`src/hdl/adc_regs_pkg.sv`:
```
/*
   Constants, types and helper functions shared by the converter register map, its checker and its bench.
   Assumes a single master clock domain; serial pins are synchronised inside the register map.
*/
package adc_regs_pkg;

   localparam logic [5:0] ADDR_CMD_STATUS = 6'h00;
   localparam logic [5:0] ADDR_CONV_MODE = 6'h01;
   localparam logic [5:0] ADDR_IF_MODE = 6'h02;
   localparam logic [5:0] ADDR_CHECKSUM = 6'h03;
   localparam logic [5:0] ADDR_RESULT = 6'h04;
   localparam logic [5:0] ADDR_PIN_CFG = 6'h06;
   localparam logic [5:0] ADDR_IDENTITY = 6'h07;
   localparam logic [5:0] ADDR_CH0_MAP = 6'h10;

   localparam logic [7:0] STATUS_RESET = 8'h80;
   localparam logic [15:0] CONV_MODE_RESET = 16'hA000;
   localparam logic [15:0] IF_MODE_RESET = 16'h0000;
   localparam logic [15:0] PIN_CFG_RESET = 16'h0800;
   localparam logic [15:0] CH0_MAP_RESET = 16'h8001;
   localparam logic [23:0] CHECKSUM_RESET = 24'h00_0000;
   localparam logic [23:0] RESULT_RESET = 24'h00_0000;

   // writable bits; everything else reads as zero, except pin configuration bit 8, which reads the synchronised error pin level
   localparam logic [15:0] CONV_MODE_MASK = 16'hE77C;
   localparam logic [15:0] IF_MODE_MASK = 16'h19ED;
   localparam logic [15:0] PIN_CFG_MASK = 16'h7EFF;
   localparam logic [15:0] CH0_MAP_MASK = 16'hF3FF;

   // arbitrary identity value, low nibble free
   localparam logic [15:0] IDENTITY_CODE = 16'h0A50;

   localparam int CMD_WEN_B_BIT = 7;
   localparam int CMD_READ_BIT = 6;

   localparam int IF_ALTERNATE_SYNC_MODE_BIT = 12;
   localparam int IF_DRIVE_BOOST_BIT = 11;
   localparam int IF_OUT_HOLD_BIT = 8;
   localparam int IF_CONT_READ_BIT = 7;
   localparam int IF_STATUS_APPEND_BIT = 6;
   localparam int IF_REG_CHECK_BIT = 5;
   localparam int IF_CRC_LO = 2;
   localparam int IF_SHORT_WORD_BIT = 0;

   localparam int MODE_SINGLE_CYC_BIT = 13;
   localparam int MODE_OP_LO = 4;
   localparam int MODE_CLK_LO = 2;

   localparam int PIN_POWER_SWITCH_BIT = 14;
   localparam int PIN_ERR_MODE_LO = 9;
   localparam int PIN_ERR_LEVEL_BIT = 8;
   localparam logic [1:0] ERR_MODE_INPUT = 2'b01;

   localparam int CH_ENABLE_BIT = 15;
   localparam int CH_SETUP_LO = 12;
   localparam int CH_POS_LO = 5;
   localparam int CH_NEG_LO = 0;

   localparam logic [4:0] TEMP_POS_SEL = 5'h11;
   localparam logic [4:0] TEMP_NEG_SEL = 5'h12;

   localparam int RESULT_FIFO_DEPTH = 16;

   typedef struct packed {
      logic [23:0] value;
      logic [3:0] channel;
      logic error;
   } conv_word_s;

   typedef struct packed {
      logic channel_zero_on;
      logic [2:0] setup_choice_zero;
      logic [2:0] op_mode;
      logic [1:0] clock_source_sel;
      logic single_cycle_settle;
      logic alternate_sync_mode;
      logic continuous_read;
      logic short_word_len;
   } mode_cfg_s;

   typedef enum logic [1:0] {
      ST_IDLE = 2'b00,
      ST_CMD = 2'b01,
      ST_DATA = 2'b11,
      ST_CHECK = 2'b10
   } spi_state_e;

   // bytes transferred for a register, excluding appended status
   function automatic logic [2:0] reg_bytes(input logic [5:0] addr, input logic short_word);
      case (addr)
         ADDR_CMD_STATUS: reg_bytes = 3'd1;
         ADDR_CHECKSUM: reg_bytes = 3'd3;
         ADDR_RESULT: reg_bytes = short_word ? 3'd2 : 3'd3;
         default: reg_bytes = 3'd2;
      endcase
   endfunction

   function automatic logic [23:0] round_short(input logic [23:0] v);
      if (v[7] && (v[23:8] != 16'hFFFF))
         round_short = {v[23:8] + 16'h0001, 8'h00};
      else
         round_short = {v[23:8], 8'h00};
   endfunction

   function automatic logic [23:0] fold_checksum(input logic [15:0] a, input logic [15:0] b,
                                                 input logic [15:0] c);
      fold_checksum = {a ^ b ^ c, a[15:8] ^ b[7:0] ^ c[15:8]};
   endfunction

endpackage

```
`src/hdl/adc_register_map.sv`:
```
/*
   Register map and serial port of a multichannel converter, with a 16-word result FIFO.
   Assumes serial pins are asynchronous to mclk_i (sclk well below mclk_i/4), and that the
   conversion stream, busy flag and setup buffer bits come from logic on mclk_i.
*/
// Overview of operation
// RULE1 - append status byte after each result when enabled
// RULE2 - status low bits name the result's channel
// RULE3 - drive boost bit raises data-out pin drive
// RULE4 - power switch bit turns the sink switch on
// RULE5 - temperature sensor picked via channel input selects
// RULE6 - temperature pick forces both input buffers on; the code forces them only while conv_busy_i is high
// RULE7 - command byte: write enable low, read bit, address
// RULE8 - status register read at address zero, reset 0x80
// RULE9 - converter mode register, reset 0xA000
// RULE10 - interface mode register, reset zero
// RULE11 - read-only checksum over monitored configuration registers
// RULE12 - 24-bit result register, MSB first
// RULE13 - pin configuration register, reset 0x0800
// RULE14 - read-only identity register
// RULE15 - channel zero map register, reset 0x8001
// RULE16 - check error set on mismatch, cleared by status read
// RULE17 - short word bit rounds results to 16 bits
// RULE18 - host reads the extra status byte
// RULE19 - read-only writes ignored, reserved bits read zero
module adc_register_map
   import adc_regs_pkg::*;
(
   input wire logic mclk_i,
   input wire logic rst_b_i,
   input wire logic sclk_i,
   input wire logic cs_b_i,
   input wire logic din_i,
   input wire logic error_in_b_i,
   input wire logic conv_valid_i,
   input wire conv_word_s conv_word_i,
   input wire logic conv_busy_i,
   input wire logic [1:0] setup_ain_buf_i,
   output logic conv_ready_o,
   output logic dout_rdy_o,
   output logic dout_oe_o,
   output logic drive_boost_o,
   output logic power_switch_o,
   output logic [4:0] mux_pos_o,
   output logic [4:0] mux_neg_o,
   output logic [1:0] ain_buf_on_o,
   output mode_cfg_s mode_cfg_o
);
   logic [2:0] sclk_sync;
   logic [2:0] cs_sync;
   logic [1:0] din_sync;
   logic [1:0] err_sync;
   logic sclk_rise;
   logic sclk_fall;
   logic cs_fall;
   logic cs_rise;

   spi_state_e state;
   spi_state_e next_state;
   logic [2:0] bit_cnt;
   logic [2:0] next_bit_cnt;
   logic [2:0] byte_cnt;
   logic [2:0] next_byte_cnt;
   logic [2:0] nbytes;
   logic [2:0] next_nbytes;
   logic [6:0] shift_in;
   logic [6:0] next_shift_in;
   logic [31:0] shift_out;
   logic [31:0] next_shift_out;
   logic [5:0] addr;
   logic [5:0] next_addr;
   logic is_read;
   logic next_is_read;
   logic [23:0] wbuf;
   logic [23:0] next_wbuf;
   logic [7:0] lrc;
   logic [7:0] next_lrc;
   logic apply;
   logic next_apply;

   logic [15:0] conv_mode;
   logic [15:0] next_conv_mode;
   logic [15:0] if_mode;
   logic [15:0] next_if_mode;
   logic [15:0] pin_cfg;
   logic [15:0] next_pin_cfg;
   logic [15:0] ch0_map;
   logic [15:0] next_ch0_map;
   logic [23:0] checksum;
   logic [23:0] next_checksum;
   logic [23:0] ref_sum;
   logic [23:0] next_ref_sum;
   logic [23:0] result;
   logic [23:0] next_result;
   logic [3:0] channel;
   logic [3:0] next_channel;
   logic conv_err;
   logic next_conv_err;
   logic rdy_b;
   logic next_rdy_b;
   logic crc_err;
   logic next_crc_err;
   logic reg_err;
   logic next_reg_err;
   logic reg_check_q;
   logic dout;
   logic next_dout;
   logic oe;
   logic next_oe;
   logic [1:0] buf_on;
   logic [1:0] next_buf_on;

   logic [7:0] status;
   logic [7:0] byte_val;
   logic byte_done;
   logic crc_on;
   logic short_word;
   logic append;
   logic temp_pick;
   logic pop;
   logic [23:0] live_sum;
   conv_word_s fifo_word;
   logic fifo_valid;

   result_fifo #(
      .WIDTH($bits(conv_word_s)),
      .DEPTH(RESULT_FIFO_DEPTH)
   ) u_result_fifo (
      .mclk_i(mclk_i),
      .rst_b_i(rst_b_i),
      .in_valid_i(conv_valid_i),
      .in_ready_o(conv_ready_o),
      .in_data_i(conv_word_i),
      .out_valid_o(fifo_valid),
      .out_ready_i(pop),
      .out_data_o(fifo_word)
   );

   // pins are asynchronous; edges are taken only from the second and third stages
   always_ff @(posedge mclk_i or negedge rst_b_i)
   begin
      if (!rst_b_i)
      begin
         sclk_sync <= 3'b111;
         cs_sync <= 3'b111;
         din_sync <= 2'b00;
         err_sync <= 2'b11;
      end
      else
      begin
         sclk_sync <= {sclk_sync[1:0], sclk_i};
         cs_sync <= {cs_sync[1:0], cs_b_i};
         din_sync <= {din_sync[0], din_i};
         err_sync <= {err_sync[0], error_in_b_i};
      end
   end

   assign sclk_rise = sclk_sync[1] && !sclk_sync[2];
   assign sclk_fall = !sclk_sync[1] && sclk_sync[2];
   assign cs_fall = !cs_sync[1] && cs_sync[2];
   assign cs_rise = cs_sync[1] && !cs_sync[2];

   assign crc_on = (if_mode[IF_CRC_LO +: 2] != 2'b00);
   assign short_word = if_mode[IF_SHORT_WORD_BIT];
   assign append = if_mode[IF_STATUS_APPEND_BIT];
   assign status = {rdy_b, conv_err, crc_err, reg_err, channel}; // RULE8 RULE2
   assign byte_val = {shift_in, din_sync[1]};
   assign byte_done = sclk_rise && (bit_cnt == 3'd7) && (state != ST_IDLE);
   assign live_sum = fold_checksum(conv_mode, pin_cfg, ch0_map); // RULE11
   assign temp_pick = (ch0_map[CH_POS_LO +: 5] == TEMP_POS_SEL) && (ch0_map[CH_NEG_LO +: 5] == TEMP_NEG_SEL);

   always_comb
   begin
      next_state = state;
      next_bit_cnt = bit_cnt;
      next_byte_cnt = byte_cnt;
      next_nbytes = nbytes;
      next_shift_in = shift_in;
      next_shift_out = shift_out;
      next_addr = addr;
      next_is_read = is_read;
      next_wbuf = wbuf;
      next_lrc = lrc;
      next_apply = 1'b0;
      next_conv_mode = conv_mode;
      next_if_mode = if_mode;
      next_pin_cfg = pin_cfg;
      next_ch0_map = ch0_map;
      next_result = result;
      next_channel = channel;
      next_conv_err = conv_err;
      next_rdy_b = rdy_b;
      next_crc_err = crc_err;
      next_reg_err = reg_err;
      next_checksum = checksum;
      next_ref_sum = ref_sum;
      next_dout = dout;
      next_oe = !cs_sync[1];
      pop = 1'b0;

      // a new result lands only while no read of the result register is under way
      if (rdy_b && fifo_valid && !byte_done && !(state == ST_DATA && is_read && addr == ADDR_RESULT))
      begin
         pop = 1'b1;
         next_result = short_word ? round_short(fifo_word.value) : fifo_word.value; // RULE17
         next_channel = fifo_word.channel; // RULE2
         next_conv_err = fifo_word.error;
         next_rdy_b = 1'b0;
      end

      if (sclk_rise && state != ST_IDLE)
      begin
         next_shift_in = byte_val[6:0];
         next_bit_cnt = bit_cnt + 3'd1;
      end

      case (state)
         ST_IDLE:
         begin
            if (cs_fall)
            begin
               next_state = ST_CMD;
               next_bit_cnt = 3'd0;
            end
         end
         ST_CMD:
         begin
            if (byte_done && !byte_val[CMD_WEN_B_BIT]) // RULE7
            begin
               next_addr = byte_val[5:0];
               next_is_read = byte_val[CMD_READ_BIT];
               next_byte_cnt = 3'd0;
               next_lrc = byte_val;
               next_nbytes = reg_bytes(byte_val[5:0], short_word);
               next_state = ST_DATA;
               if (byte_val[CMD_READ_BIT])
               begin
                  case (byte_val[5:0])
                     ADDR_CMD_STATUS: next_shift_out = {status, 24'h00_0000};
                     ADDR_CONV_MODE: next_shift_out = {conv_mode, 16'h0000}; // RULE9
                     ADDR_IF_MODE: next_shift_out = {if_mode, 16'h0000}; // RULE10
                     ADDR_CHECKSUM: next_shift_out = {checksum, 8'h00}; // RULE11
                     ADDR_RESULT:
                     begin
                        if (short_word)
                           next_shift_out = {result[23:8], status, 8'h00}; // RULE1 RULE17
                        else
                           next_shift_out = {result, status}; // RULE1 RULE12
                        next_nbytes = reg_bytes(ADDR_RESULT, short_word) + {2'b00, append}; // RULE1
                        next_rdy_b = 1'b1;
                     end
                     ADDR_PIN_CFG:
                        next_shift_out = {pin_cfg[15:9], err_sync[1], pin_cfg[7:0], 16'h0000}; // RULE13
                     ADDR_IDENTITY: next_shift_out = {IDENTITY_CODE, 16'h0000}; // RULE14
                     ADDR_CH0_MAP: next_shift_out = {ch0_map, 16'h0000}; // RULE15
                     default: next_shift_out = 32'h0000_0000;
                  endcase
                  if (byte_val[5:0] == ADDR_CMD_STATUS)
                     next_crc_err = 1'b0; // RULE16
               end
            end
         end
         ST_DATA:
         begin
            if (byte_done)
            begin
               next_byte_cnt = byte_cnt + 3'd1;
               if (!is_read)
               begin
                  next_wbuf = {wbuf[15:0], byte_val};
                  next_lrc = lrc ^ byte_val;
               end
               if (byte_cnt == nbytes - 3'd1)
               begin
                  next_state = (!is_read && crc_on) ? ST_CHECK : ST_CMD;
                  next_apply = !is_read && !crc_on;
               end
            end
         end
         ST_CHECK:
         begin
            if (byte_done)
            begin
               next_state = ST_CMD;
               next_apply = (byte_val == lrc);
               if (byte_val != lrc)
                  next_crc_err = 1'b1; // RULE16
            end
         end
         default: next_state = ST_IDLE;
      endcase

      if (cs_rise)
         next_state = ST_IDLE;

      // data out: bits change on falling clock, otherwise the pin shows ready, except it holds during a command byte when output hold is set
      if (state == ST_DATA && is_read)
      begin
         if (sclk_fall)
         begin
            next_dout = shift_out[31]; // RULE12
            next_shift_out = {shift_out[30:0], 1'b0};
         end
      end
      else if (!(state == ST_CMD && if_mode[IF_OUT_HOLD_BIT]))
         next_dout = rdy_b;

      // only writable addresses take data; masks keep reserved bits at zero
      if (apply)
      begin
         case (addr)
            ADDR_CONV_MODE: next_conv_mode = wbuf[15:0] & CONV_MODE_MASK; // RULE9 RULE19
            ADDR_IF_MODE: next_if_mode = wbuf[15:0] & IF_MODE_MASK; // RULE10 RULE19
            ADDR_PIN_CFG: next_pin_cfg = wbuf[15:0] & PIN_CFG_MASK; // RULE13 RULE19
            ADDR_CH0_MAP: next_ch0_map = wbuf[15:0] & CH0_MAP_MASK; // RULE15 RULE19
            default: next_conv_mode = conv_mode; // RULE19
         endcase
      end

      // register monitor: reference taken when checking starts, clear by disabling it
      if (if_mode[IF_REG_CHECK_BIT])
      begin
         next_checksum = live_sum; // RULE11
         if (!reg_check_q)
            next_ref_sum = live_sum;
         else if (live_sum != ref_sum)
            next_reg_err = 1'b1;
      end
      else
         next_reg_err = 1'b0;

      if (pin_cfg[PIN_ERR_MODE_LO +: 2] == ERR_MODE_INPUT && !err_sync[1])
         next_conv_err = 1'b1;

      next_buf_on = setup_ain_buf_i | {2{temp_pick && conv_busy_i}}; // RULE6
   end

   always_ff @(posedge mclk_i or negedge rst_b_i)
   begin
      if (!rst_b_i)
      begin
         state <= ST_IDLE;
         bit_cnt <= 3'd0;
         byte_cnt <= 3'd0;
         nbytes <= 3'd0;
         shift_in <= 7'h00;
         shift_out <= 32'h0000_0000;
         addr <= ADDR_CMD_STATUS;
         is_read <= 1'b0;
         wbuf <= 24'h00_0000;
         lrc <= 8'h00;
         apply <= 1'b0;
         conv_mode <= CONV_MODE_RESET;
         if_mode <= IF_MODE_RESET;
         pin_cfg <= PIN_CFG_RESET;
         ch0_map <= CH0_MAP_RESET;
         checksum <= CHECKSUM_RESET;
         ref_sum <= CHECKSUM_RESET;
         result <= RESULT_RESET;
         {rdy_b, conv_err, crc_err, reg_err, channel} <= STATUS_RESET;
         reg_check_q <= 1'b0;
         dout <= 1'b1;
         oe <= 1'b0;
         buf_on <= 2'b00;
         drive_boost_o <= 1'b0;
         power_switch_o <= 1'b0;
         mux_pos_o <= 5'h00;
         mux_neg_o <= 5'h00;
      end
      else
      begin
         state <= next_state;
         bit_cnt <= next_bit_cnt;
         byte_cnt <= next_byte_cnt;
         nbytes <= next_nbytes;
         shift_in <= next_shift_in;
         shift_out <= next_shift_out;
         addr <= next_addr;
         is_read <= next_is_read;
         wbuf <= next_wbuf;
         lrc <= next_lrc;
         apply <= next_apply;
         conv_mode <= next_conv_mode;
         if_mode <= next_if_mode;
         pin_cfg <= next_pin_cfg;
         ch0_map <= next_ch0_map;
         checksum <= next_checksum;
         ref_sum <= next_ref_sum;
         result <= next_result;
         rdy_b <= next_rdy_b;
         conv_err <= next_conv_err;
         crc_err <= next_crc_err;
         reg_err <= next_reg_err;
         channel <= next_channel;
         reg_check_q <= if_mode[IF_REG_CHECK_BIT];
         dout <= next_dout;
         oe <= next_oe;
         buf_on <= next_buf_on;
         drive_boost_o <= next_if_mode[IF_DRIVE_BOOST_BIT]; // RULE3
         power_switch_o <= next_pin_cfg[PIN_POWER_SWITCH_BIT]; // RULE4
         mux_pos_o <= next_ch0_map[CH_POS_LO +: 5]; // RULE5
         mux_neg_o <= next_ch0_map[CH_NEG_LO +: 5]; // RULE5
      end
   end

   assign dout_rdy_o = dout;
   assign dout_oe_o = oe;
   assign ain_buf_on_o = buf_on;
   assign mode_cfg_o.channel_zero_on = ch0_map[CH_ENABLE_BIT];
   assign mode_cfg_o.setup_choice_zero = ch0_map[CH_SETUP_LO +: 3];
   assign mode_cfg_o.op_mode = conv_mode[MODE_OP_LO +: 3];
   assign mode_cfg_o.clock_source_sel = conv_mode[MODE_CLK_LO +: 2];
   assign mode_cfg_o.single_cycle_settle = conv_mode[MODE_SINGLE_CYC_BIT];
   assign mode_cfg_o.alternate_sync_mode = if_mode[IF_ALTERNATE_SYNC_MODE_BIT];
   assign mode_cfg_o.continuous_read = if_mode[IF_CONT_READ_BIT];
   assign mode_cfg_o.short_word_len = if_mode[IF_SHORT_WORD_BIT];

endmodule // adc_register_map

```
`src/hdl/result_fifo.sv`:
```
/*
   Synchronous FIFO for conversion words with valid/ready on both sides.
   Assumes DEPTH is a power of two and both sides run on the master clock.
*/
module result_fifo #(
   parameter int WIDTH = 29,
   parameter int DEPTH = 16
) (
   input wire logic mclk_i,
   input wire logic rst_b_i,
   input wire logic in_valid_i,
   output logic in_ready_o,
   input wire logic [WIDTH-1:0] in_data_i,
   output logic out_valid_o,
   input wire logic out_ready_i,
   output logic [WIDTH-1:0] out_data_o
);
   localparam int AW = $clog2(DEPTH);
   logic [WIDTH-1:0] mem [DEPTH];
   logic [AW-1:0] wr_ptr;
   logic [AW-1:0] rd_ptr;
   logic [AW:0] count;
   logic [AW-1:0] next_wr_ptr;
   logic [AW-1:0] next_rd_ptr;
   logic [AW:0] next_count;
   logic push;
   logic pop;

   always_comb
   begin
      push = in_valid_i && in_ready_o;
      pop = out_valid_o && out_ready_i;
      next_wr_ptr = push ? wr_ptr + 1'b1 : wr_ptr;
      next_rd_ptr = pop ? rd_ptr + 1'b1 : rd_ptr;
      next_count = count;
      if (push && !pop)
         next_count = count + 1'b1;
      else if (pop && !push)
         next_count = count - 1'b1;
   end

   always_ff @(posedge mclk_i or negedge rst_b_i)
   begin
      if (!rst_b_i)
      begin
         wr_ptr <= '0;
         rd_ptr <= '0;
         count <= '0;
         in_ready_o <= 1'b1;
         out_valid_o <= 1'b0;
      end
      else
      begin
         wr_ptr <= next_wr_ptr;
         rd_ptr <= next_rd_ptr;
         count <= next_count;
         in_ready_o <= (next_count != (AW+1)'(DEPTH));
         out_valid_o <= (next_count != '0);
      end
   end

   // storage has no reset; valid gating keeps stale words invisible
   always_ff @(posedge mclk_i)
   begin
      if (push)
         mem[wr_ptr] <= in_data_i;
   end

   assign out_data_o = mem[rd_ptr];

endmodule // result_fifo

```
`config.mk`:
```
export PLATFORM = sky130hd
export DESIGN_NAME = adc_register_map
export DESIGN_NICKNAME = d
export VERILOG_FILES = /design/src/hdl/adc_regs_pkg.sv /design/src/hdl/adc_register_map.sv /design/src/hdl/result_fifo.sv
export SDC_FILE = /design/constraint.sdc
export NUM_CORES = 1
export LEC_CHECK = 0
export BUFFER_PORTS_ARGS = -buffer_cell sky130_fd_sc_hd__buf_4
export CAP_MARGIN = 20
export CORE_MARGIN = 1.5
export CORE_UTILIZATION = 45
export CTS_CLUSTER_DIAMETER = 120
export DETAILED_ROUTE_END_ITERATION = 10
export GPL_TIMING_DRIVEN = 0
export PLACE_DENSITY = 0.59
export SYNTH_ARGS = -nofsm -noshare
export SYNTH_HDL_FRONTEND = slang
export SYNTH_SLANG_ARGS = --single-unit
```
`constraint.sdc`:
```
create_clock -name mclk_i -period 4.2 [get_ports mclk_i]
set_input_delay 1.26 -clock mclk_i [delete_from_list [all_inputs] [get_ports mclk_i]]
set_output_delay 1.26 -clock mclk_i [all_outputs]
set_load 0.02 [all_outputs]
```
Yosys cells after proc, flatten, opt, wreduce, memory -nomap -nowiden
Memories as Yosys holds them, arrays and structs flattened.
Cells that the tools add are included.
{"block": "word_totals", "register_bits": 250, "latchBits": 0, "ramBits": 464, "romBits": 0, "out_inout_bits": 30, "wordCells": 222, "memories": 1}
{"block": "classes", "addsub": 9, "multipliers": 0, "n_div": 0, "n_lt_le_gt_ge": 0, "n_eq_ne": 41, "n_shift": 0, "n_mux": 65, "bitwise": 8, "reduce_logical": 57}
{"name": "u_result_fifo.mem", "depth": 16, "word_bits": 29, "rd": 1, "rd_ports_with_merged_regs": 0, "wr": 1, "line": "result_fifo.sv:19", "rtl": "logic [WIDTH-1:0] mem [DEPTH];"}
{"cell": "$pmux W32 S8", "count": 1}
{"cell": "$mux W32", "count": 5}
{"cell": "$mux W24", "count": 2}
{"cell": "$mux W3", "count": 11}
{"cell": "$eq A6 B3 Y1 const B", "count": 5}
{"cell": "$mux W1", "count": 25}
{"cell": "$logic_and A1 B1 Y1", "count": 24}
{"cell": "$mux W8", "count": 3}
{"cell": "$ne A24 B24 Y1", "count": 1}
{"cell": "$xor A8 B8 Y8", "count": 3}
{"cell": "$mux W10", "count": 2}
{"cell": "$eq A6 B2 Y1 const B", "count": 3}
{"cell": "$ne A2 B2 Y1 const B", "count": 9}
{"cell": "$add A16 B1 Y16 const B", "count": 1}
{"cell": "$mux W16", "count": 1}
{"cell": "$ne A16 B16 Y1 const B", "count": 1}
{"cell": "$pmux W8 S2", "count": 1}
{"cell": "$reduce_and A2 Y1", "count": 8}
{"cell": "$xor A16 B15 Y16", "count": 1}
{"cell": "$xor A16 B16 Y16", "count": 1}
{"cell": "$ne A3 B3 Y1 const B", "count": 5}
{"cell": "$mux W2", "count": 7}
{"cell": "$eq A6 B1 Y1 const B", "count": 2}
{"cell": "$eq A6 B5 Y1 const B", "count": 2}
{"cell": "other kinds (31)", "count": 56}

Longest topological paths before layout
Gate-level depths: netlist of run 1.
{"block": "logic_depth", "ltp_word": 13, "mapped_depth": 13, "depth_no_buf": 9}

Cells and area by module
A second synthesis of run 1 with hierarchy kept.
{"block": "hier_totals", "cells_unflattened": 1881, "area_unflattened_um2": 29583.4}
{"module": "result_fifo", "instances": 1, "cells_per_inst": 812, "area_per_inst_um2": 18297.5, "seq_area_each_um2": 14310.0}
{"module": "adc_register_map", "instances": 1, "cells_per_inst": 1069, "area_per_inst_um2": 11285.8, "seq_area_each_um2": 5674.2}

Least setup slack after synthesis of run 1
No wires, ideal clock.
{"block": "synth_timing", "path_kind": "input to register", "startpoint": "input port conv_valid_i", "endpoint": "memory u_result_fifo.mem[3][0] (enable)", "arrival_ns": 4.071, "required_ns": 3.749, "slack_ns": -0.322, "stages": 5, "n_path_buf": 2, "path_cell_list": "and2_1 > clkbuf_1 > clkbuf_1 > nand2_1 > nor3_1"}
{"block": "synth_via", "elab_chain_cells": 3}
{"element": "start: declaration", "line": "adc_register_map.sv:35", "rtl": "input wire logic conv_valid_i,"}
{"element": "$logic_and A1 B1 Y1", "line": "result_fifo.sv:31", "rtl": "push = in_valid_i && in_ready_o;"}
{"element": "$mux W1", "line": "result_fifo.sv:65", "rtl": "if (push)"}
{"element": "$mux W1 (not written as such)", "line": "result_fifo.sv:66", "rtl": "mem[wr_ptr] <= in_data_i;"}
{"element": "end: declaration", "line": "result_fifo.sv:19"}
Every way passes these cells.

Final worst setup path of run 1
{"block": "layout_timing", "startpoint": "register u_result_fifo.rd_ptr[1]", "endpoint": "register conv_err"}
{"block": "layout_via", "elab_chain_cells": 3}
{"element": "start: declaration", "line": "result_fifo.sv:21", "rtl": "logic [AW-1:0] rd_ptr;"}
{"element": "start signal: assignment", "line": "result_fifo.sv:55", "rtl": "rd_ptr <= next_rd_ptr;"}
{"element": "$mem_v2 Z16 W29"}
{"element": "$mux W1", "line": "adc_register_map.sv:202", "rtl": "if (rdy_b && fifo_valid && !byte_done && !(state == ST_DATA && is_read && addr == ADDR_RESULT))"}
{"element": "$mux W1", "line": "adc_register_map.sv:332", "rtl": "if (pin_cfg[PIN_ERR_MODE_LO +: 2] == ERR_MODE_INPUT && !err_sync[1])"}
{"element": "end signal: assignment", "line": "adc_register_map.sv:391", "rtl": "conv_err <= next_conv_err;"}
{"element": "end: declaration", "line": "adc_register_map.sv:97", "rtl": "logic conv_err;"}
Every way passes these cells. The select of a mux whose other input is x is not followed.
A chain may end at the register's enable or synchronous reset.

==> reports/metrics.csv, run 1 <==
stage,metric,value,unit
route,wl_per_cell,25.0,um
worst_setup_path,critPathLaunch,u_result_fifo.rd_ptr[1],
grt,grt_start_max_net_pins,104,
worst_setup_path,crit_path_max_incr_delay,710,ps
timing,timing.hold.ws,358,ps
worst_setup_path,crit_chain,"buf_2, buf_6, buf_2, buf_4, clkbuf_1, clkbuf_1, mux4_2, mux4_2, nand2_1, nand2_1",
run_status,status,completed,
worst_setup_path,rr_startpoint,u_result_fifo.rd_ptr[1],
worst_setup_path,crit_cells,10,
power_and_ir_drop,irDropWorstVdd,0.372,mV
timing,rsz0062_at_grt,no,
placed_design,portBuffers,68,
clock_tree,cts_root_buf,clkbuf_16,
synth,synth_ff_type,edfxtp_1,
synth,syn_inst,1857,
cells_and_area,num-fill-cells,5260,
clock_tree,clock-sinks,705,
worst_setup_path,crit_buf_inv,6,
cells_and_area,fin_nets,2077,
route,antenna_left,0,
clock_tree,cts_hold_buf,0,
route,first_pass_iters,6,
timing,fin_crit_sh,92.9,%
clock_tree,htreeDepth,3,
clock_tree,cts_tree,built,
synth,syn_avg_cell_area,15.9,um^2
synth,syn_nets,1911,
route,vias,16700,
grt,antenna_found_initial,2,
clock_tree,clk_latency,640,ps
grt,grt_pass1_wl,111000,um
placed_design,routabilityCongestion,0.912,
clock_tree,clockBufferDepth,3,
grt,grt_use_total,22.5,%
synth,synth-seq-cells,705,
timing,final-max-slew-violation-count,0,
power_and_ir_drop,p_per_area,478,mW/mm^2
floorplan,die_area,0.0671,mm^2
flow_run,cap_violations,0,
cells_and_area,multi_input_area,0.00886,mm^2
route,routed_wl,73500,um
timing,tightest_slew,1030,ps
route,viasPerCell,5.68,
worst_setup_path,crit_slowest_cell,clkbuf_1,
cells_and_area,syn2layout_area_growth,16.0,%
placed_design,place_area,0.0317,mm^2
cells_and_area,drive_gt1_share,24.3,%
floorplan,die_w,259,um
timing,maxSlewHeadroom,31.5,%
worst_setup_path,crit_family,buffers and inverters,
floorplan,core_area,0.0646,mm^2
synth,yosysWarnings,0,
worst_setup_path,path_max_fanout,10,
floorplan,die-height,259,um
floorplan,io_pins,69,
synth,synthesis.area,0.0295,mm^2
worst_setup_path,worstSetupStartpointType,flop,
power_and_ir_drop,power_leakage,0.0123,uW
worst_setup_path,cp.arrival,4410,ps
grt,grt.overflow.total,0,
cells_and_area,fin_area,0.0342,mm^2
clock_tree,clk_pin_slew,60,ps
placed_design,dp_hpwl,48700,um
synth,synth_edf_count,464,
worst_hold_path,hp-start,cs_sync[0],
grt,grt_pass1_vias,17000,
worst_hold_path,whs_path_depth,0,
route,drc,0,
worst_hold_path,min_path_type,flop to flop,
synth,synthDistinctLibCells,71,
synth,yosysSeqAreaShare,67.7,%
worst_setup_path,worst-setup-path-type,flop to flop,
floorplan,initial_core_util,45.7,%
timing,setup-violations-final,0,
floorplan,fp-row-count,93,
worst_setup_path,crit_required,4710,ps
timing,fmaxAchievable,0.256,GHz
power_and_ir_drop,p_total,16400,uW
timing,skew,27.4,ps
worst_setup_path,reg2regPathDepth,10,
worst_setup_path,end_kind,flop,
clock_tree,ctsResizeCount,0,
timing,hold_viol,0,
clock_tree,cts_buffers,74,
route,drtIter0Drc,1532,
clock_tree,cts_setup_buffers,0,
cells_and_area,regArea,0.0200,mm^2
synth,async_flop_share,34.2,%
cells_and_area,num_antenna_cells,0,
timing,min_period,3900,ps
[path summary, 6_finish.rpt]
path	end	slack, ps
setup / recovery	conv_err	300
hold / removal	cs_sync[1]	360
setup reg to reg	conv_err	300
hold reg to reg	cs_sync[1]	360
max in group asynchronous	dout_rdy_o	2390
min in group asynchronous	ref_sum[12]	520
[synthesized netlist by cell type (19+ instances only)]
master	n	share of area (%)
nor2_1	85	1.1
mux2_2	89	3.4
xor2_1	36	1.1
edfxtp_1	464	47
a22o_1	19	0.56
nand2_1	149	1.9
o21ai_0	90	1.5
buf_4	23	0.59
xnor2_1	56	1.7
dfrtp_1	225	19
clkbuf_1	68	0.87
mux2i_1	48	1.6
mux4_2	113	8.6
nand3_1	21	0.36
nor3_1	21	0.36
a22oi_1	20	0.51
inv_1	29	0.37
a21oi_1	72	1.2
[cell usage in the layout (no fill, tap or decap), types with 7 or more instances in the layout]
cell,n
buf_6,7
mux4_2,113
xnor2_1,56
mux2i_1,48
a22oi_1,20
buf_1,12
a22o_1,19
dfstp_2,16
and3_1,7
buf_2,14
nor3_1,17
nand2_1,149
nand3_1,21
a221oi_1,17
buf_12,12
buf_16,9
inv_1,29
buf_4,90
xor2_1,36
nor2_1,73
mux4_1,11
clkinv_2,15
o21ai_0,90
nand4_1,12
clkinv_1,16
a311oi_1,8
edfxtp_1,464
dfrtp_1,225
ha_1,15
clkbuf_16,74
mux2_2,89
nand2b_1,14
nor2_4,12
clkbuf_1,77
a21oi_1,72
bufinv_16,7
nor2b_1,7
[flip-flops by register name, summed over array words and instances (netlist names), 7 cells and up]
register and count:
conv_mode 11, ref_sum 24, ch0_map 7, shift_in 7, u_result_fifo.mem 464, if_mode 9
result 24, checksum 24, wbuf 16, pin_cfg 14, shift_out 32, lrc 8
[where the power goes]
group | leakage, uW | switching, uW | internal, uW
logic | 0.00363 | 1150 | 527
clock network | 0.00120 | 2810 | 3770
registers | 0.00745 | 137 | 7980
[through the flow]
step           instances  util, %  setup TNS [ps]  worst slack (ps)
6_report            2939     53.0               0               296
2_1_floorplan       1857        -               0               452
3_3_place_gp        2780     48.2         -797100             -2030
3_5_place_dp        2803     49.1               0               182
4_1_cts             2940     53.0               0               230
5_1_grt             2939     53.0               0               110
[kinds of logic after synthesis]
family,synth area share [%]
flip-flops,67.7
buffers and inverters,2.71
adder cells (fa/ha/maj),0.704
AND/OR/NAND/NOR,5.74
AO/OA/AOI/OAI,5.75
XOR/XNOR,2.73
multiplexers,14.6
[metal layers]
layer	part of all wire (%)	track usage, %	wire length (um)	vias up
li1	-	-	-	7420
met1	43	31.5	31800	8648
met2	49	36.6	35800	497
met3	5.2	3.02	3790	112
met4	2.7	7.07	2010	4
met5	0.042	0	31	-
[final cells by class]
cell class	count	share of cell area [%]
well taps	855	3.13
clock inverters	51	1.65
multi-input cells	994	25.9
clock buffers	86	5.60
repair buffers	91	3.00
plain buffers	127	2.00
inverters	30	0.329
flip-flops and latches	705	58.4
Power figures use the tool's default switching activity.
==> run 2: changes to the inputs <==
Settings changed: CORE_MARGIN 1.5 to not set, PLACE_DENSITY 0.59 to not set.
==> run 2 against run 1 <==
Effect of this change: sequential share of layout area fell by 0.27 points; first-iteration DRC count shrank 1.4%; maximum frequency down 0.73%; flip-flop and latch count stayed put; clock-buffer cell count rose by 12; critical endpoint unchanged; largest power group unchanged; sequential power about the same; critical path type unchanged.
==> reports/metrics.csv, run 2 (same netlist as run 1, synthesis figures left out) <==
stage,metric,value,unit,change
run_status,status,completed,,
clock_tree,cts_setup_buffers,0,,unchanged
power_and_ir_drop,irDropWorstVdd,0.375,mV,+0.80%
floorplan,die-height,258,um,-0.39%
power_and_ir_drop,p_sw,4090,uW,about the same
cells_and_area,num_antenna_cells,0,,unchanged
worst_setup_path,worstSetupStartpointType,flop,,
grt,grt_start_max_net_pins,113,,+8.7%
timing,rsz0062_at_grt,no,,
clock_tree,ctsResizeCount,0,,unchanged
timing,final-max-slew-violation-count,0,,unchanged
timing,fmaxAchievable,0.254,GHz,-0.73%
route,routed_wl,73600,um,about the same
timing,fin_tns_setup,0,ps,unchanged
clock_tree,clock-sinks,705,,unchanged
worst_setup_path,cp.arrival,4440,ps,+30 ps
route,viasPerCell,5.72,,+0.70%
grt,antenna_found_initial,1,,-1
cells_and_area,largest_reg_flops,464,,unchanged
cells_and_area,fin_nets,2082,,+0.24%
worst_setup_path,end_kind,flop,,
route,first_pass_iters,5,,-1
clock_tree,cts_hold_buf,0,,unchanged
route,drtIter0Drc,1510,,-1.4%
floorplan,initial_core_util,45.7,%,unchanged
placed_design,routabilityCongestion,0.927,,+1.6%
power_and_ir_drop,power_frac_comb,10.1,%,about the same
grt,grt.overflow.total,0,,unchanged
power_and_ir_drop,p_per_area,483,mW/mm^2,+0.87%
timing,hold_viol,0,,unchanged
cells_and_area,fin_area,0.0344,mm^2,+0.46%
clock_tree,cts_buffers,76,,+2.7%
clock_tree,cts_root_buf,clkbuf_16,,
placed_design,place_area,0.0318,mm^2,+0.25%
flow_run,cap_violations,0,,unchanged
worst_setup_path,rr_startpoint,u_result_fifo.rd_ptr[1],,
grt,grt_use_total,22.5,%,about the same
clock_tree,clk_latency,630,ps,about the same
route,vias,16800,,+0.94%
floorplan,fp-row-count,93,,unchanged
timing,skew,22.6,ps,-4.79 ps
timing,setup-violations-final,0,,unchanged
cells_and_area,top_register,u_result_fifo.mem,,
worst_setup_path,r2r-end,conv_err,,
power_and_ir_drop,p_seq_share,49.0,%,-0.6 points
worst_setup_path,r2r_setup_slack,270,ps,-30 ps
timing,maxSlewHeadroom,29.3,%,-2.2 points
route,antenna_left,0,,unchanged
worst_setup_path,reg2regPathDepth,10,,unchanged
timing,min_period,3930,ps,+28.9 ps
worst_hold_path,min_to,err_sync[1],,
cells_and_area,fin_util,53.2,%,+0.24 points
worst_hold_path,min_path_type,flop to flop,,
power_and_ir_drop,power_leakage,0.0124,uW,+0.63%
clock_tree,htreeDepth,3,,unchanged
cells_and_area,drive_gt1_share,24.3,%,+0.062 points
power_and_ir_drop,p_total,16600,uW,+1.3%
floorplan,die_w,258,um,-0.39%
worst_setup_path,path_max_fanout,10,,unchanged
power_and_ir_drop,swShare,24.7,%,-0.34 points
placed_design,dp_hpwl,49300,um,+1.2%
cells_and_area,layout_commonest_cell,edfxtp_1,,
worst_setup_path,worst-setup-path-type,flop to flop,,
floorplan,core_area,0.0646,mm^2,unchanged
cells_and_area,syn2layout_area_growth,16.5,%,
timing,tightest_slew,1060,ps,+32.7 ps
worst_hold_path,whs_path_depth,0,,unchanged
cells_and_area,top_regs,"u_result_fifo.mem: 464 flops, shift_out: 32 flops",,
worst_setup_path,crit_required,4710,ps,about the same
power_and_ir_drop,pwr-share-clk,40.9,%,+0.7 points
route,wl_per_cell,25.0,um,-0.19%
worst_hold_path,hp-start,err_sync[0],,
clock_tree,cts_tree,built,,
timing,fin_crit_sh,93.6,%,+0.69 points
route,drc,0,,unchanged
clock_tree,clk_pin_slew,60,ps,about the same
floorplan,io_pins,69,,unchanged
grt,grt_pass1_vias,16900,,-0.51%
placed_design,place_inst,2805,,+0.071%
cells_and_area,fin_cells,2946,,+0.24%
power_and_ir_drop,p_int,12500,uW,+1.8%
clock_tree,clockBufferDepth,3,,unchanged
placed_design,portBuffers,68,,unchanged
floorplan,die_area,0.0666,mm^2,-0.77%
cells_and_area,final_cell_mix,"edfxtp_1, dfrtp_1, nand2_1",,
worst_setup_path,critPathLaunch,u_result_fifo.rd_ptr[1],,
grt,grt_pass1_wl,111000,um,-0.53%
run 2: per-layer routing:
| layer | GRT usage [%] | part of all wire, % | vias up |
|---|---|---|---|
| li1 | - | - | 7435 |
| met5 | 0 | 0.023 | - |
| met4 | 5.97 | 2.2 | 2 |
| met1 | 31.0 | 43 | 8803 |
| met2 | 37.2 | 49 | 494 |
| met3 | 3.60 | 5.4 | 104 |
run 2: layout make-up:
class                           instances  area, um^2
Sequential cell                       705       20000
Tap cell                              855        1070
Fill cell                            5218       30200
Multi-Input combinational cell        994        8860
Buffer                                128         687
Inverter                               30         113
Clock inverter                         43         520
Timing Repair Buffer                   93        1110
Clock buffer                           98        2030
run 2: power groups by stage:
stage | combinational [uW] | sequential, uW | clock (uW)
6_report | 1680 | 8130 | 6780
5_1_grt | 1800 | 8160 | 7170
4_1_cts | 1700 | 8130 | 6890
3_5_place_dp | 1690 | 8260 | 0
3_3_place_gp | 1390 | 8290 | 0
2_1_floorplan | 841 | 8230 | 0
run 2: metrics by stage:
stage	hold slack, ps	worst slack, ps
6_report	354	267
5_1_grt	359	123
4_1_cts	355	222
3_5_place_dp	341	260
3_3_place_gp	343	-1980
2_1_floorplan	331	452
run 2: worst max-delay path: stages, from the launching register on:
cell and delay, ps:
dfrtp_1 430, buf_2 230, buf_6 190, buf_2 270, buf_4 280, clkbuf_1 650
clkbuf_1 650, mux4_2 420, mux4_2 520, nand2_1 100, nand2_1 60
run 2: worst max path at each step:
stage / slack, ps / depth (start not counted) / to
floorplan: 450 / 5 / u_result_fifo.mem[7][0]
global placement: -1980 / 6 / u_result_fifo.mem[8][21]
detailed placement: 260 / 10 / channel[3]
CTS: 220 / 10 / channel[0]
global route: 120 / 10 / channel[0]
finish: 270 / 10 / conv_err
==> run 3: changes to the inputs <==
Clock period 4.2 ns to 3.6 ns, I/O delays scaled along.
==> run 3 against run 2 <==
Effect of this change: flip-flop and latch count stayed put; clock power is 17% higher; routed wire length is 0.26% lower; setup slack worse by 150 ps; register-to-register slack worse by 150 ps; power is 17% higher; maximum frequency is 13% higher; clock skew is 2.0 ps higher; sequential power is 17% higher; combinational power is 16% higher; critical endpoint is now result[14]; largest power group unchanged.
==> reports/metrics.csv, run 3 (same netlist as run 1, synthesis figures left out) <==
stage,metric,value,unit,change
grt,antenna_found_initial,1,,unchanged
cells_and_area,fin_nets,2087,,+0.24%
worst_setup_path,worst-setup-path-type,flop to flop,,
route,wl_per_cell,24.9,um,-0.43%
timing,final-max-slew-violation-count,0,,unchanged
route,met3_length,3970,um,+0.48%
worst_setup_path,crit_buf_inv,4,,-2
cells_and_area,top_register,u_result_fifo.mem,,
placed_design,place_area,0.0318,mm^2,unchanged
placed_design,portBuffers,68,,unchanged
floorplan,die-height,258,um,unchanged
clock_tree,clock-sinks,705,,unchanged
cells_and_area,fin_area,0.0345,mm^2,+0.29%
worst_setup_path,end_kind,flop,,
cells_and_area,multi_input_area,0.00886,mm^2,about the same
worst_setup_path,cp.arrival,4000,ps,-440 ps
grt,grt_start_max_net_pins,113,,unchanged
timing,skew,24.6,ps,+2.00 ps
timing,fin_crit_sh,96.7,%,+3.1 points
worst_setup_path,r2r_setup_slack,120,ps,-150 ps
placed_design,dp_hpwl,49300,um,unchanged
flow_run,cap_violations,0,,unchanged
floorplan,io_pins,69,,unchanged
cells_and_area,num-fill-cells,5203,,-0.29%
route,antenna_left,0,,unchanged
worst_setup_path,reg2regPathDepth,12,,+2
grt,grt.overflow.total,0,,unchanged
power_and_ir_drop,power_leakage,0.0124,uW,+0.36%
timing,tightest_slew,1050,ps,-13.4 ps
worst_setup_path,r2r-end,result[14],,
placed_design,routabilityCongestion,0.927,,unchanged
cells_and_area,largest_reg_flops,464,,unchanged
worst_setup_path,crit_path_max_incr_delay,550,ps,-100 ps
worst_setup_path,crit_slowest_cell,mux4_2,,
timing,hold_viol,0,,unchanged
timing,fmaxAchievable,0.287,GHz,+13%
floorplan,fp-row-count,93,,unchanged
power_and_ir_drop,irDropWorstVdd,0.437,mV,+17%
floorplan,initial_core_util,45.7,%,unchanged
route,drc,0,,unchanged
route,wl_met1,31500,um,-0.71%
worst_setup_path,path_max_fanout,10,,unchanged
route,routed_wl,73400,um,-0.26%
cells_and_area,fin_cells,2951,,+0.17%
worst_setup_path,crit_top_cell,buf_12,,
cells_and_area,top_regs,"u_result_fifo.mem: 464 flops, shift_out: 32 flops",,
cells_and_area,drive_gt1_share,24.8,%,+0.47 points
grt,grt_pass1_vias,16900,,+0.012%
worst_setup_path,rr_startpoint,u_result_fifo.rd_ptr[0],,
cells_and_area,layout_commonest_cell,edfxtp_1,,
timing,min_period,3480,ps,-451 ps
timing,maxSlewHeadroom,30.2,%,+0.90 points
route,viasPerCell,5.68,,-0.64%
worst_setup_path,crit_chain,"buf_12, buf_12, buf_12, mux4_2, mux4_2, ha_2, nor3b_2, and4_4, buf_6, a211o_1, xnor2_1, mux2_2",,
cells_and_area,syn2layout_area_growth,16.8,%,
grt,grt_pass1_wl,111000,um,about the same
placed_design,place_inst,2805,,unchanged
clock_tree,clockBufferDepth,3,,unchanged
clock_tree,cts_root_buf,clkbuf_16,,
route,dr_wl_met2,36200,um,-0.10%
worst_setup_path,crit_family,multiplexers,,
floorplan,die_area,0.0666,mm^2,unchanged
timing,fin_tns_setup,0,ps,unchanged
route,drtIter0Drc,1525,,+0.99%
route,highest_layer,met5,,
power_and_ir_drop,p_per_area,561,mW/mm^2,+16%
clock_tree,cts_buffers,76,,unchanged
route,vias,16800,,-0.48%
route,first_pass_iters,5,,unchanged
floorplan,core_area,0.0646,mm^2,unchanged
worst_setup_path,crit_required,4110,ps,-600 ps
worst_hold_path,min_path_type,input port to asynchronous set/reset pin,,
run_status,status,completed,,
clock_tree,clk_latency,630,ps,about the same
clock_tree,clk_pin_slew,60,ps,about the same
cells_and_area,regArea,0.0200,mm^2,unchanged
timing,rsz0062_at_grt,no,,
cells_and_area,num_antenna_cells,0,,unchanged
clock_tree,cts_tree,built,,
timing,setup-violations-final,0,,unchanged
cells_and_area,final_cell_mix,"edfxtp_1, dfrtp_1, nand2_1",,
floorplan,die_w,258,um,unchanged
clock_tree,htreeDepth,3,,unchanged
grt,grt_use_total,22.5,%,unchanged
worst_setup_path,worstSetupStartpointType,flop,,
## run 3: where the power goes
part | internal, uW | total (uW) | switching [uW]
Combinational | 637 | 1950 | 1310
Clock | 4630 | 7900 | 3280
Sequential | 9310 | 9480 | 166
## run 3: routing by layer
metal	track usage, %	up-vias
met4	5.97	2
met5	0	-
met2	37.2	507
met3	3.60	107
met1	31.0	8698
li1	-	7444
## run 3: what timing repair did
action                                  CTS  global route
gates resized for setup                  12             7
endpoints found under the setup margin   15             6
buffers inserted                          1             4
hold buffers                              0             0
pin swaps                                 0             1
## run 3: worst max path at each step
stage,from,end,slack (ps),cells past startpoint
floorplan,conv_valid_i,u_result_fifo.mem[7][0],30,5
global route,u_result_fifo.rd_ptr[0],result[14],4,12
CTS,u_result_fifo.rd_ptr[0],result[14],2,12
detailed placement,u_result_fifo.rd_ptr[1],channel[3],-340,10
finish,u_result_fifo.rd_ptr[0],result[14],120,12
global placement,conv_valid_i,u_result_fifo.mem[8][21],-2400,6
## run 3: final cells by class
type	instances	share of cell area, %
Clock buffer	98	5.90
Inverter	30	0.327
Sequential cell	705	58.0
Tap cell	855	3.10
Buffer	128	2.16
Clock inverter	43	1.51
Multi-Input combinational cell	994	25.7
Timing Repair Buffer	98	3.32
## run 3: per-stage QoR
stage	worst slack, ps	power, uW	util [%]	hold slack [ps]
after CTS	1.59	19500	53.3	271
final	118	19300	53.4	299
after global placement	-2400	11300	48.2	343
after global routing	4.29	20000	53.4	281
after detailed placement	-340	11600	49.3	341
after floorplan	31.8	10600	-	331
